$ cat src/hdl/msp_input_regs.vh
// Constants for the multimode serializer parallel input front end.
// Assumes inclusion by bare name from the design files under hdl/.
`ifndef MSP_INPUT_REGS_VH
`define MSP_INPUT_REGS_VH

// Register indices on the host serial port register interface
`define MSP_OFS_PROC_DISABLE   8'h00
`define MSP_OFS_STATUS         8'h01
`define MSP_OFS_FORMAT_LOWER   8'h0A
`define MSP_OFS_FORMAT_UPPER   8'h0B

// Reset values
`define MSP_RST_PROC_DISABLE   4'h0
`define MSP_RST_FORMAT_LOWER   16'h0000
`define MSP_RST_FORMAT_UPPER   16'h0000

// Processing disable bits
`define MSP_DIS_PKT_INSERT     0
`define MSP_DIS_STD_DETECT     1
`define MSP_DIS_CRC_INSERT     2
`define MSP_DIS_EDH_INSERT     3

// Status register fields
`define MSP_ST_MODE_LSB        0
`define MSP_ST_MODE_MSB        2
`define MSP_ST_PCLK_LOST       3
`define MSP_ST_NARROW_BUS      4
`define MSP_ST_RATE_SD         5

// Data bus field positions
`define MSP_LUMA_MSB           19
`define MSP_LUMA_LSB           10
`define MSP_CHROMA_MSB         9
`define MSP_CHROMA_LSB         0
`define MSP_TS_SYNC_BIT        19
`define MSP_TS_KCHAR_BIT       18
`define MSP_TS_BYTE_MSB        17
`define MSP_TS_BYTE_LSB        10

// Word that opens a timing reference sequence
`define MSP_TRS_PREAMBLE       10'h3FF

// Timing: lost-clock detection
`define MSP_CLK_PERIOD_NS      100
`define MSP_LOSS_TIME_NS       4000
`define MSP_LOSS_CYCLES        (`MSP_LOSS_TIME_NS / `MSP_CLK_PERIOD_NS)

`endif

$ cat src/hdl/msp_clk_mon.v
// Parallel clock monitor: synchronises the parallel clock pin, finds
// its rising edges and flags loss of the clock.
// Assumes the system clock runs well above twice the parallel clock.
`timescale 1ns/100ps
`default_nettype none
`include "msp_input_regs.vh"

module msp_clk_mon
(
   // System
   input  wire        clock,
   input  wire        rstn,
   // Parallel clock pin
   input  wire        pclk_pin,
   // Results
   output reg         pclk_rise_ff,
   output reg         pclk_lost_ff
);

   localparam integer LOSS_INT   = `MSP_LOSS_CYCLES;
   localparam [7:0]   LOSS_CYCLES = LOSS_INT[7:0];

   reg         sync1_ff;
   reg         sync2_ff;
   reg         prev_ff;
   reg  [7:0]  idle_cnt_ff;
   wire        rise;

   assign rise = sync2_ff & ~prev_ff;

   always @(posedge clock or negedge rstn)
   begin
      if (!rstn)
      begin
         sync1_ff     <= 1'b0;
         sync2_ff     <= 1'b0;
         prev_ff      <= 1'b0;
         idle_cnt_ff  <= 8'h00;
         pclk_rise_ff <= 1'b0;
         pclk_lost_ff <= 1'b1;
      end
      else
      begin
         sync1_ff     <= pclk_pin;
         sync2_ff     <= sync1_ff;
         prev_ff      <= sync2_ff;
         pclk_rise_ff <= rise;
         // Lost until the first edge; a stalled clock mutes again
         if (rise)
         begin
            idle_cnt_ff  <= 8'h00;
            pclk_lost_ff <= 1'b0;
         end
         else if (idle_cnt_ff >= LOSS_CYCLES - 8'h01)
            pclk_lost_ff <= 1'b1;
         else
            idle_cnt_ff  <= idle_cnt_ff + 8'h01;
      end
   end

endmodule // msp_clk_mon
`default_nettype wire

$ cat src/hdl/msp_input.v
// Parallel input front end of the multimode serializer.
// Assumes the pins come from outside the system clock domain and the
// register port comes from the host serial port decoder on clock.
`timescale 1ns/100ps
`default_nettype none
`include "msp_input_regs.vh"

module msp_input
(
   // System
   input  wire        clock,
   input  wire        rstn,
   // Parallel input pins
   input  wire        pclk_pin,
   input  wire [19:0] din_pin,
   // Mode select pins
   input  wire        bus_width_select,
   input  wire        rate_select,
   input  wire        video_coding_select,
   input  wire        transport_mode_select,
   // Register port from the host serial port decoder
   input  wire [7:0]  reg_addr,
   input  wire [15:0] reg_wdata,
   input  wire        reg_we,
   input  wire        reg_re,
   output reg  [15:0] reg_rdata_ff,
   // Internal datapath
   output reg  [19:0] word_ff,
   output reg         word_valid_ff,
   output reg  [2:0]  mode_ff,
   output reg         wide_bus_ff,
   output reg         rate_sd_ff,
   output reg         scramble_en_ff,
   output reg         encode_8b10b_en_ff,
   output reg         output_mute_ff,
   // Transport stream fields
   output reg  [7:0]  ts_byte_ff,
   output reg         sync_insert_request_ff,
   output reg         special_char_flag_ff,
   // Video processing enables
   output reg  [3:0]  proc_enable_ff,
   // Format payload to packet insertion
   output reg  [15:0] format_upper_ff,
   output reg  [15:0] format_lower_ff
);

   localparam [2:0] MODE_VIDEO = 3'h1;
   localparam [2:0] MODE_TS    = 3'h2;
   localparam [2:0] MODE_THRU  = 3'h4;

   // Two-flop synchronisers on all pin inputs
   reg  [19:0] din_s1_ff;
   reg  [19:0] din_s2_ff;
   reg  [3:0]  pins_s1_ff;
   reg  [3:0]  pins_s2_ff;

   reg  [3:0]  proc_dis_ff;
   reg  [9:0]  chroma_hold_ff;
   reg         phase_ff;
   reg  [2:0]  nxt_mode;
   reg  [15:0] nxt_rdata;

   wire        pclk_rise;
   wire        pclk_lost;
   wire [9:0]  upper;
   wire [9:0]  lower;
   wire        boundary;

   function [2:0] decode_mode;
      input coding;
      input ts;
      begin
         if (coding && !ts)
            decode_mode = MODE_VIDEO;
         else if (!coding && ts)
            decode_mode = MODE_TS;
         else
            decode_mode = MODE_THRU;
      end
   endfunction

   msp_clk_mon u_clk_mon
   (
      .clock        (clock),
      .rstn         (rstn),
      .pclk_pin     (pclk_pin),
      .pclk_rise_ff (pclk_rise),
      .pclk_lost_ff (pclk_lost)
   );

   assign upper    = din_s2_ff[`MSP_LUMA_MSB:`MSP_LUMA_LSB];
   assign lower    = din_s2_ff[`MSP_CHROMA_MSB:`MSP_CHROMA_LSB];
   // Mid-pair mode changes would split a luma/chroma pair
   assign boundary = pclk_rise & ~phase_ff;

   always @*
   begin
      nxt_mode = decode_mode(pins_s2_ff[2], pins_s2_ff[3]);
   end

   always @(posedge clock or negedge rstn)
   begin
      if (!rstn)
      begin
         din_s1_ff  <= 20'h00000;
         din_s2_ff  <= 20'h00000;
         pins_s1_ff <= 4'h0;
         pins_s2_ff <= 4'h0;
      end
      else
      begin
         din_s1_ff  <= din_pin;
         din_s2_ff  <= din_s1_ff;
         pins_s1_ff <= {transport_mode_select, video_coding_select,
                        rate_select, bus_width_select};
         pins_s2_ff <= pins_s1_ff;
      end
   end

   // Mode pins are taken only at a word boundary
   always @(posedge clock or negedge rstn)
   begin
      if (!rstn)
      begin
         mode_ff            <= MODE_THRU;
         wide_bus_ff        <= 1'b0;
         rate_sd_ff         <= 1'b0;
         scramble_en_ff     <= 1'b0;
         encode_8b10b_en_ff <= 1'b0;
      end
      else if (boundary)
      begin
         mode_ff            <= nxt_mode;
         wide_bus_ff        <= pins_s2_ff[0];
         rate_sd_ff         <= pins_s2_ff[1];
         scramble_en_ff     <= (nxt_mode == MODE_VIDEO);
         encode_8b10b_en_ff <= (nxt_mode == MODE_TS);
      end
   end

   // Capture and width adaptation of each parallel word
   always @(posedge clock or negedge rstn)
   begin
      if (!rstn)
      begin
         word_ff                <= 20'h00000;
         word_valid_ff          <= 1'b0;
         chroma_hold_ff         <= 10'h000;
         phase_ff               <= 1'b0;
         ts_byte_ff             <= 8'h00;
         sync_insert_request_ff <= 1'b0;
         special_char_flag_ff   <= 1'b0;
      end
      else
      begin
         word_valid_ff <= 1'b0;
         if (pclk_rise)
         begin
            case (mode_ff)
               MODE_VIDEO:
               begin
                  if (wide_bus_ff)
                  begin
                     word_ff       <= {upper, lower};
                     word_valid_ff <= 1'b1;
                     phase_ff      <= 1'b0;
                  end
                  else if (!phase_ff || upper == `MSP_TRS_PREAMBLE)
                  begin
                     // Preamble restarts pairing so lines stay aligned
                     chroma_hold_ff <= upper;
                     phase_ff       <= 1'b1;
                  end
                  else
                  begin
                     word_ff       <= {upper, chroma_hold_ff};
                     word_valid_ff <= 1'b1;
                     phase_ff      <= 1'b0;
                  end
               end
               MODE_TS:
               begin
                  // Lower inputs are never looked at here
                  ts_byte_ff <=
                     din_s2_ff[`MSP_TS_BYTE_MSB:`MSP_TS_BYTE_LSB];
                  sync_insert_request_ff <= din_s2_ff[`MSP_TS_SYNC_BIT];
                  special_char_flag_ff <= din_s2_ff[`MSP_TS_KCHAR_BIT];
                  word_ff       <= {upper, 10'h000};
                  word_valid_ff <= 1'b1;
                  phase_ff      <= 1'b0;
               end
               default:
               begin
                  if (wide_bus_ff)
                     word_ff <= din_s2_ff;
                  else
                     word_ff <= {upper, 10'h000};
                  word_valid_ff <= 1'b1;
                  phase_ff      <= 1'b0;
               end
            endcase
         end
      end
   end

   // Output mute and gated processing enables
   always @(posedge clock or negedge rstn)
   begin
      if (!rstn)
      begin
         output_mute_ff <= 1'b1;
         proc_enable_ff <= 4'h0;
      end
      else
      begin
         output_mute_ff <= pclk_lost;
         if (mode_ff == MODE_VIDEO)
            proc_enable_ff <= ~proc_dis_ff;
         else
            proc_enable_ff <= 4'h0;
      end
   end

   // Register writes
   always @(posedge clock or negedge rstn)
   begin
      if (!rstn)
      begin
         proc_dis_ff     <= `MSP_RST_PROC_DISABLE;
         format_upper_ff <= `MSP_RST_FORMAT_UPPER;
         format_lower_ff <= `MSP_RST_FORMAT_LOWER;
      end
      else if (reg_we)
      begin
         if (reg_addr == `MSP_OFS_PROC_DISABLE)
            proc_dis_ff <= reg_wdata[3:0];
         else if (reg_addr == `MSP_OFS_FORMAT_UPPER)
            format_upper_ff <= reg_wdata;
         else if (reg_addr == `MSP_OFS_FORMAT_LOWER)
            format_lower_ff <= reg_wdata;
      end
   end

   // Register reads; unmapped indices read zero
   always @*
   begin
      nxt_rdata = 16'h0000;
      if (reg_addr == `MSP_OFS_PROC_DISABLE)
         nxt_rdata = {12'h000, proc_dis_ff};
      else if (reg_addr == `MSP_OFS_STATUS)
      begin
         nxt_rdata[`MSP_ST_MODE_MSB:`MSP_ST_MODE_LSB] = mode_ff;
         nxt_rdata[`MSP_ST_PCLK_LOST]  = output_mute_ff;
         nxt_rdata[`MSP_ST_NARROW_BUS] = ~wide_bus_ff;
         nxt_rdata[`MSP_ST_RATE_SD]    = rate_sd_ff;
      end
      else if (reg_addr == `MSP_OFS_FORMAT_UPPER)
         nxt_rdata = format_upper_ff;
      else if (reg_addr == `MSP_OFS_FORMAT_LOWER)
         nxt_rdata = format_lower_ff;
   end

   always @(posedge clock or negedge rstn)
   begin
      if (!rstn)
         reg_rdata_ff <= 16'h0000;
      else if (reg_re)
         reg_rdata_ff <= nxt_rdata;
   end

endmodule // msp_input
`default_nettype wire

$ cat config.mk
export PLATFORM = sky130hd
export DESIGN_NAME = msp_input
export DESIGN_NICKNAME = d
export VERILOG_FILES = /design/src/hdl/msp_clk_mon.v /design/src/hdl/msp_input.v
export VERILOG_INCLUDE_DIRS = /design/src /design/src/hdl
export SDC_FILE = /design/constraint.sdc
export NUM_CORES = 1
export LEC_CHECK = 0
export BUFFER_PORTS_ARGS = -buffer_cell sky130_fd_sc_hd__buf_2
export CAP_MARGIN = 30
export CORE_ASPECT_RATIO = 0.6
export CORE_MARGIN = 2
export CORE_UTILIZATION = 48
export CTS_CLUSTER_DIAMETER = 40
export DETAILED_ROUTE_END_ITERATION = 7
export PLACE_DENSITY = 0.75
export SLEW_MARGIN = 20
export SYNTH_ARGS = -nofsm -noshare
export SYNTH_HDL_FRONTEND = slang
export SYNTH_HIERARCHICAL = 1
export SYNTH_SLANG_ARGS = --single-unit
$ cat constraint.sdc
create_clock -name clock -period 1.6 [get_ports clock]
set_input_delay 0.24 -clock clock [delete_from_list [all_inputs] [get_ports clock]]
set_output_delay 0.24 -clock clock [all_outputs]
set_load 0.005 [all_outputs]
## Word-level counts from Yosys, hierarchy flattened

Index checks and enable logic that the tools add are counted.

| operators by class | value |
|---|---|
| add/subtract/negate cells | 1 |
| order comparisons | 1 |
| eq/ne operators | 10 |
| muxes and demuxes | 23 |
| bitwise gates (word level) | 8 |
| reduce and logical (&&, ||, !) cells | 14 |

Operators by type and width:

| operator | count |
|---|---|
| 16-bit two-way mux | 3 |
| 20-bit two-way mux | 2 |
| 20-bit one-hot mux with 2 select lines | 1 |
| 10-bit two-way mux | 2 |
| 8-bit by 4-bit == test with 1-bit output (second input constant) | 2 |
| 8-bit two-way mux | 2 |
| 10-bit == test (second input constant) | 1 |
| 1-bit two-way mux | 9 |
| 8-bit by 1-bit adder with 8-bit output (second input constant) | 1 |
| 8-bit by 1-bit == test with 1-bit output (second input constant) | 1 |
| 8-bit by 6-bit greater-or-equal comparator with 1-bit output (second input constant) | 1 |
| 8-bit logical NOT | 1 |
| 4-bit AND reduction | 2 |
| 3-bit by 1-bit == test with 1-bit output (second input constant) | 2 |
| 3-bit by 2-bit == test with 1-bit output (second input constant) | 2 |
| 3-bit two-way mux | 2 |
| 6-bit two-way mux | 1 |
| 2-bit AND reduction | 3 |
| 1-bit inverter | 5 |
| 4-bit two-way mux | 1 |
| 4-bit inverter | 1 |
| 1-bit logical NOT | 3 |
| 3-bit != test (second input constant) | 1 |
| 3-bit AND reduction | 1 |
| other kinds (5) | 7 |

| storage, ports and cells | value |
|---|---|
| flip-flop bits (word level) | 167 |
| input bits | 53 |

## Logic depth before layout (Yosys ltp)

Gate-level depths: netlist of the first run.

| logic depth | value |
|---|---|
| depth after elaboration | 6 |
| depth in mapped cells | 6 |

## Cells and area by module

Netlist of the first run, hierarchy kept.

By module, submodules not included:

| module | times used | cells an instance | area an instance (sq um) | sequential area each (sq um) |
|---|---|---|---|---|
| msp_input | 1 | 393 | 5684.2 | 3806.2 |
| msp_clk_mon | 1 | 48 | 551.8 | 326.6 |

## Worst setup path after synthesis of the first run

OpenSTA, ideal clock, no wires.

| timing | value |
|---|---|
| path kind | register to register |
| start | register mode_ff[2] |
| end | register word_ff[0] |
| setup time | 0.125 ns |
| arrival | 1.575 ns |
| path slack | -0.100 ns |
| stages on the path, launching flop included | 6 |
| path buffers | 2 |
| clock period less this slack | 1.700 ns |
| path through | dfstp_2 > buf_2 > nor4b_2 > a21boi_1 > buf_2 > mux2_2 |

| on the way | value |
|---|---|
| longest elaborated chain between the ends | 3 |
| elaborated cells on any way between the ends | 5 |
| those cells by class | eq/ne: 3; mux: 1; reduce/logical: 1 |

RTL lines:

| element | line | RTL |
|---|---|---|
| start: declaration | msp_input.v:30 | `output reg [2:0] mode_ff,` |
| start signal: assignment | msp_input.v:133 | `mode_ff <= nxt_mode;` |
| 3-bit by 1-bit == test with 1-bit output | msp_input.v:159 | `case (mode_ff)` |
| 3-bit != test (no source line) | -- |  |
| 2-bit AND reduction (no source line) | -- |  |
| end signal: assignment | msp_input.v:164 | `word_ff <= {upper, lower};` |
| end signal: assignment | msp_input.v:176 | `word_ff <= {upper, chroma_hold_ff};` |
| end signal: assignment | msp_input.v:188 | `word_ff <= {upper, 10'h000};` |
| end: declaration | msp_input.v:28 | `output reg [19:0] word_ff,` |

Several ways; a longest one is shown, not always the timed one.
A chain may end at the register's enable or synchronous reset.

==> flow_summary.toml, run 1 <==
[outcome]
status = "finished, violations left"
violations = "negative setup slack"

[logic_synthesis]
yosysWarnings = 6
synth_nets = 497
syn_inst = 441
ys_seq_area_frac = 0.663
yosys_register_bits = 165
synth_cell_types = 49
synthesis.area_sq_um = 6240
yosys.area.top_type = "dfrtp_1"
syn_avg_cell_area_sq_um = 14.1
synth_area_leaders = "dfrtp_1, mux2_2, nand2_1"
yosys.area.top_type_share = 0.650

[worst_setup_path]
path_depth = 4
r2r_slack_ns = -0.04
timing.rr.end = "chroma_hold_ff[8]"
critical_path_class = "flop to flop"
critPathBufInv = 1
cp.arrival_ns = 1.93
r2r_cells = 4
cp_slowest_cell = "dfrtp_2"
crit_fanout = 6
crit_path_end_kind = "flop"
rr_startpoint = "encode_8b10b_en_ff"
cp-startpoint = "encode_8b10b_en_ff"
cp-endpoint = "chroma_hold_ff[8]"
required_ns = 1.89
crit_family = "simple AND/OR/NAND/NOR gates"
critPathMaxStageDelay_ns = 0.44
start_kind = "flop"
path_cells = "nor4b_4 -> nand3_2 -> buf_6 -> mux2_2"

[run]
drv_cap = 0

[sta]
post-route-worst-setup-slack_ns = -0.0388
fin_hold_ws_ns = 0.0671
slew_violations = 0
rsz0062_at_grt = "yes"
clock.fmax_mhz = 610
slew_headroom = 0.677
finalCriticalPeriod_ns = 1.64
fin_skew_ns = 0.00624
tightest_slew_ns = 0.483
finalSetupViolCount = 10
post-route-period-util = 1.02
tns_ns = -0.158
hold_violations = 0

[clock_network]
cts_tree = "done"
clkTransAtPathRegs_ns = 0.07
clock_sinks = 165
clock_path_buffers = 2
htreeDepth = 4
insertion_delay_ns = 0.41
cts-root-buf = "clkbuf_16"
cts_made_buffers = 17

[cells_and_area]
drive_gt1_frac = 0.467
fin_util = 0.660
area_delta_synth_final_pct = 35.1
stdcell_area_sq_um = 8430
fin_cells = 833
final_cell_mix = "dfrtp_1, buf_2, mux2_2, nand2_1, buf_4"
final_nets = 705
layout_commonest_cell = "dfrtp_1"

[routing]
wl_per_cell_um = 17.7
drc = 0
firstDrtPassIters = 4
routed-via-count = 4393
via_per_inst = 5.27
drtIter0Drc = 200
finalWirelength_mm = 14.7
drtAntennaViolNets = 0

[grt]
grt_pass1_vias = 4570
grt-ovfl-total = 0
antenna_found_initial = 1
grt_max_degree = 49
grt_pass1_wl_mm = 23.5
grt.total_usage = 0.222

[power_and_ir_drop]
leakage_nw = 4.17
p_total_mw = 11.4
cellPowerDensity_nw_per_um2 = 1360
peakVddDrop_mv = 0.989

[die]
core_area_sq_um = 12800
start_util = 0.488
die_area_sq_um = 13900
rows = 32
dieHeight_um = 92.3
die_w_um = 151
ios = 144

[place]
place_inst = 767
place_area_sq_um = 7380
port_buffers = 143
dpl.hpwl_mm = 10.5
gp_congestion = 0.847
place_ws_ns = -0.170

[hold_path]
min-delay-path-class = "input pin to flop"
## what timing repair did
item / CTS / global route
gates cloned: 0 / 0
endpoints found under the setup margin: 32 / 35
resized for setup: 7 / 10
buffers inserted: 3 / 4
hold buffers: 26 / 0
pin swaps: 5 / 5
hold endpoints to repair: 66 / 0
## sequential cells by signal (all words and copies together), names as in the netlist, 10 cells and up
register         count
din_s1_ff           20
din_s2_ff           20
word_ff             20
format_lower_ff     16
format_upper_ff     16
reg_rdata_ff        16
chroma_hold_ff      10
## metal layers
layer  GRT usage  vias to the layer above  part of all wire
met4      0.0779                        0             0.013
met3      0.0522                       12             0.058
met2       0.349                      131              0.49
li1            -                     1982                 -
met5           0                        -                 0
met1       0.307                     2268              0.44
## logic make-up (layout without fill, tap and decap cells)
kind of cell | count (synthesis) | in the layout | synth area share
flops | 165 | 165 | 0.663
mux | 93 | 93 | 0.166
simple gates | 82 | 82 | 0.0758
compound gates | 63 | 63 | 0.0648
buf+inv | 35 | 256 | 0.0251
fa+ha+maj | 3 | 3 | 0.00602
other cells | 0 | 1 | 0
## synthesized netlist by cell type (all sizes together)
cell type and count:
a211oi 1, or4 1, o211ai 1, ha 3, nor4 1, dfrtp 162, o2bb2ai 2, nor3b 1
or2 1, a31oi 7, and3b 1, nor4b 1, o31ai 1, o22ai 10, mux2i 12, o2111ai 4
inv 15, o21ai 21, nand2b 3, or3b 1, nand3 5, o21a 2, or3 2, clkbuf 10
nor2b 1, nor2 15, dfstp 3, nand4b 1, a22oi 10, or4b 1, a21boi 1, nand4 4
nand3b 4, and2 2, and3 1, buf 10, a21oi 3, mux2 81, nand2 33, nor3 3
## where the power goes
| group | leakage, nW | switching [mW] | internal (mW) |
|---|---|---|---|
| Clock | 0.317 | 1.71 | 2.66 |
| Combinational | 1.76 | 0.850 | 1.08 |
| Sequential | 2.09 | 0.381 | 4.74 |
## area by class of cell
class	count	area (sq um)
Antenna cell	1	2.50
Clock buffer	17	425
Clock inverter	15	214
Fill cell	909	4350
Inverter	15	56.3
Multi-Input combinational cell	241	2000
Sequential cell	165	4130
Tap cell	170	213
Timing Repair Buffer	209	1380
## how the worst min path moves through the flow
stage,start,end,slack [ns],cells past startpoint
after floorplan,rstn,chroma_hold_ff[0],-0.06,0
after global placement,rstn,word_ff[11],0.20,1
after detailed placement,rstn,din_s1_ff[12],0.21,1
after CTS,reg_wdata[7],format_lower_ff[7],0.05,2
after global routing,reg_wdata[7],format_lower_ff[7],0.05,2
final,reg_wdata[7],format_lower_ff[7],0.07,2
(Power assumes the default switching activity.)
==> inputs of run 2 (changes only) <==
RECOVER_POWER = 25   (was default)
SLEW_MARGIN = 15   (was 20)
==> flow_summary.toml, run 2 (synthesized netlist as in run 1, its figures left out) <==
[die]
ios = 144
rows = 32
die_w_um = 151
dieHeight_um = 92.3
core_area_sq_um = 12800
die_area_sq_um = 13900
start_util = 0.488

[cells_and_area]
layout_commonest_cell = "dfrtp_1"
drive_gt1_frac = 0.462
area_delta_synth_final_pct = 35.0
regArea_sq_um = 4130
final_cell_mix = "dfrtp_1, buf_2, mux2_2, nand2_1, buf_4"
multi_input_area_sq_um = 2000
num-fill-cells = 913
stdcell_area_sq_um = 8420
largestRegisters = "din_s1_ff: 20 flops, din_s2_ff: 20 flops, word_ff: 20 flops"
final_nets = 705

[run]
drv_cap = 0

[worst_setup_path]
start_kind = "flop"
critical_path_class = "flop to flop"
crit_family = "simple AND/OR/NAND/NOR gates"
cp.arrival_ns = 1.93
crit_path_end_kind = "flop"
rr_startpoint = "encode_8b10b_en_ff"
crit_fanout = 6
required_ns = 1.89
cp_slowest_cell = "dfrtp_2"
critPathMaxStageDelay_ns = 0.44
cp-startpoint = "encode_8b10b_en_ff"
critPathBufInv = 1
path_cells = "nor4b_4 -> nand3_2 -> buf_6 -> mux2_2"

[clock_network]
cts-root-buf = "clkbuf_16"
htreeDepth = 4
cts_tree = "done"
insertion_delay_ns = 0.41
clock_sinks = 165
cts_made_buffers = 17
clock_path_buffers = 2
clkTransAtPathRegs_ns = 0.07

[grt]
grt_pass1_wl_mm = 23.5
antenna_found_initial = 1
grt-ovfl-total = 0
grt.total_usage = 0.222
grt_pass1_vias = 4570
grt_max_degree = 49

[sta]
fin_skew_ns = 0.0105
tns_ns = -0.161
slew_headroom = 0.680
rsz0062_at_grt = "yes"
finalSetupViolCount = 11
finalCriticalPeriod_ns = 1.64
tightest_slew_ns = 0.479
hold_violations = 0
clock.fmax_mhz = 611
slew_violations = 0
post-route-worst-setup-slack_ns = -0.0363
post-route-period-util = 1.02

[routing]
drc = 0
routed-via-count = 4398
drtAntennaViolNets = 0
drtIter0Drc = 144
finalWirelength_mm = 14.7
via_per_inst = 5.28
firstDrtPassIters = 4
wl_per_cell_um = 17.7

[power_and_ir_drop]
combPwrFrac = 0.169
p_total_mw = 11.4
swShare = 0.258
cellPowerDensity_nw_per_um2 = 1360
p_int_mw = 8.47
seqPwrFrac = 0.448
peakVddDrop_mv = 0.993
p_clk_frac = 0.383
leakage_nw = 4.16
switchingPower_mw = 2.95

[place]
dpl.hpwl_mm = 10.5
gp_congestion = 0.847
place_area_sq_um = 7380
place_ws_ns = -0.170
port_buffers = 143

[hold_path]
min-delay-path-class = "input pin to flop"
worstHoldStart = "reg_wdata[7]"

[outcome]
status = "finished, violations left"
violations = "negative setup slack"
==> run 2: cell count changes in the layout (fill, tap and decap cells not counted) <==
cell	before	now
buf_2	142	140
clkbuf_1	0	3
buf_4	31	30
==> run 2: layer usage <==
metal	share of wire	track usage	wire, um	vias to the layer above
met5	0	0	0	-
li1	-	-	-	1986
met3	0.052	0.0522	772	17
met2	0.48	0.349	7140	127
met1	0.45	0.307	6570	2268
met4	0.017	0.0779	248	0
==> run 2: worst reg2reg max path, delay by kind of cell, from the launching register on <==
family / cells / cell delay (ns)
flip-flops: 1 / 0.44
multiplexers: 1 / 0.28
buffers and inverters: 1 / 0.19
AND/OR/NAND/NOR: 2 / 0.62
==> run 2: path summary, 6_finish.rpt <==
check	to	slack [ns]	depth (start not counted)
worst max-delay path	chroma_hold_ff[8]	-0.04	4
worst min-delay path	format_lower_ff[7]	0.06	2
worst max register to register	chroma_hold_ff[8]	-0.04	4
worst min register to register	pins_s2_ff[1]	0.35	0
max in group asynchronous	word_ff[0]	0.50	3
min in group asynchronous	din_s1_ff[12]	0.34	2
==> run 2: stage by stage <==
step	hold slack, ns	cells	utilization
finish	0.0624	833	0.659
global route	0.0476	833	0.659
CTS	0.0469	828	0.655
detailed placement	0.212	767	0.578
global placement	0.202	767	0.578
floorplan	-0.0556	441	-
==> run 2: area by class of cell <==
class                   instances  share of cell area
clock buffers                  17              0.0505
inverters                      15             0.00669
diodes                          1            0.000297
well taps                     170              0.0253
flip-flops and latches        165               0.491
clock inverters                15              0.0254
repair buffers                209               0.163
multi-input cells             241               0.238
==> run 2: timing repair <==
item | 4_1_cts | 5_1_grt
cloned | 0 | 0
endpoints found under the setup margin | 32 | 35
gates resized for setup | 7 | 10
hold buffers | 26 | 0
setup buffers | 3 | 4
hold endpoints to repair | 66 | 0
pin swaps | 5 | 5
==> run 2: power groups by stage <==
| stage | clock (mW) | combinational (mW) | sequential, mW |
|---|---|---|---|
| after detailed placement | 0 | 1.72 | 5.17 |
| after floorplan | 0 | 0.835 | 5.12 |
| after CTS | 4.45 | 1.88 | 5.11 |
| after global routing | 4.66 | 2.12 | 5.19 |
| after global placement | 0 | 1.62 | 5.13 |
| final | 4.38 | 1.93 | 5.12 |
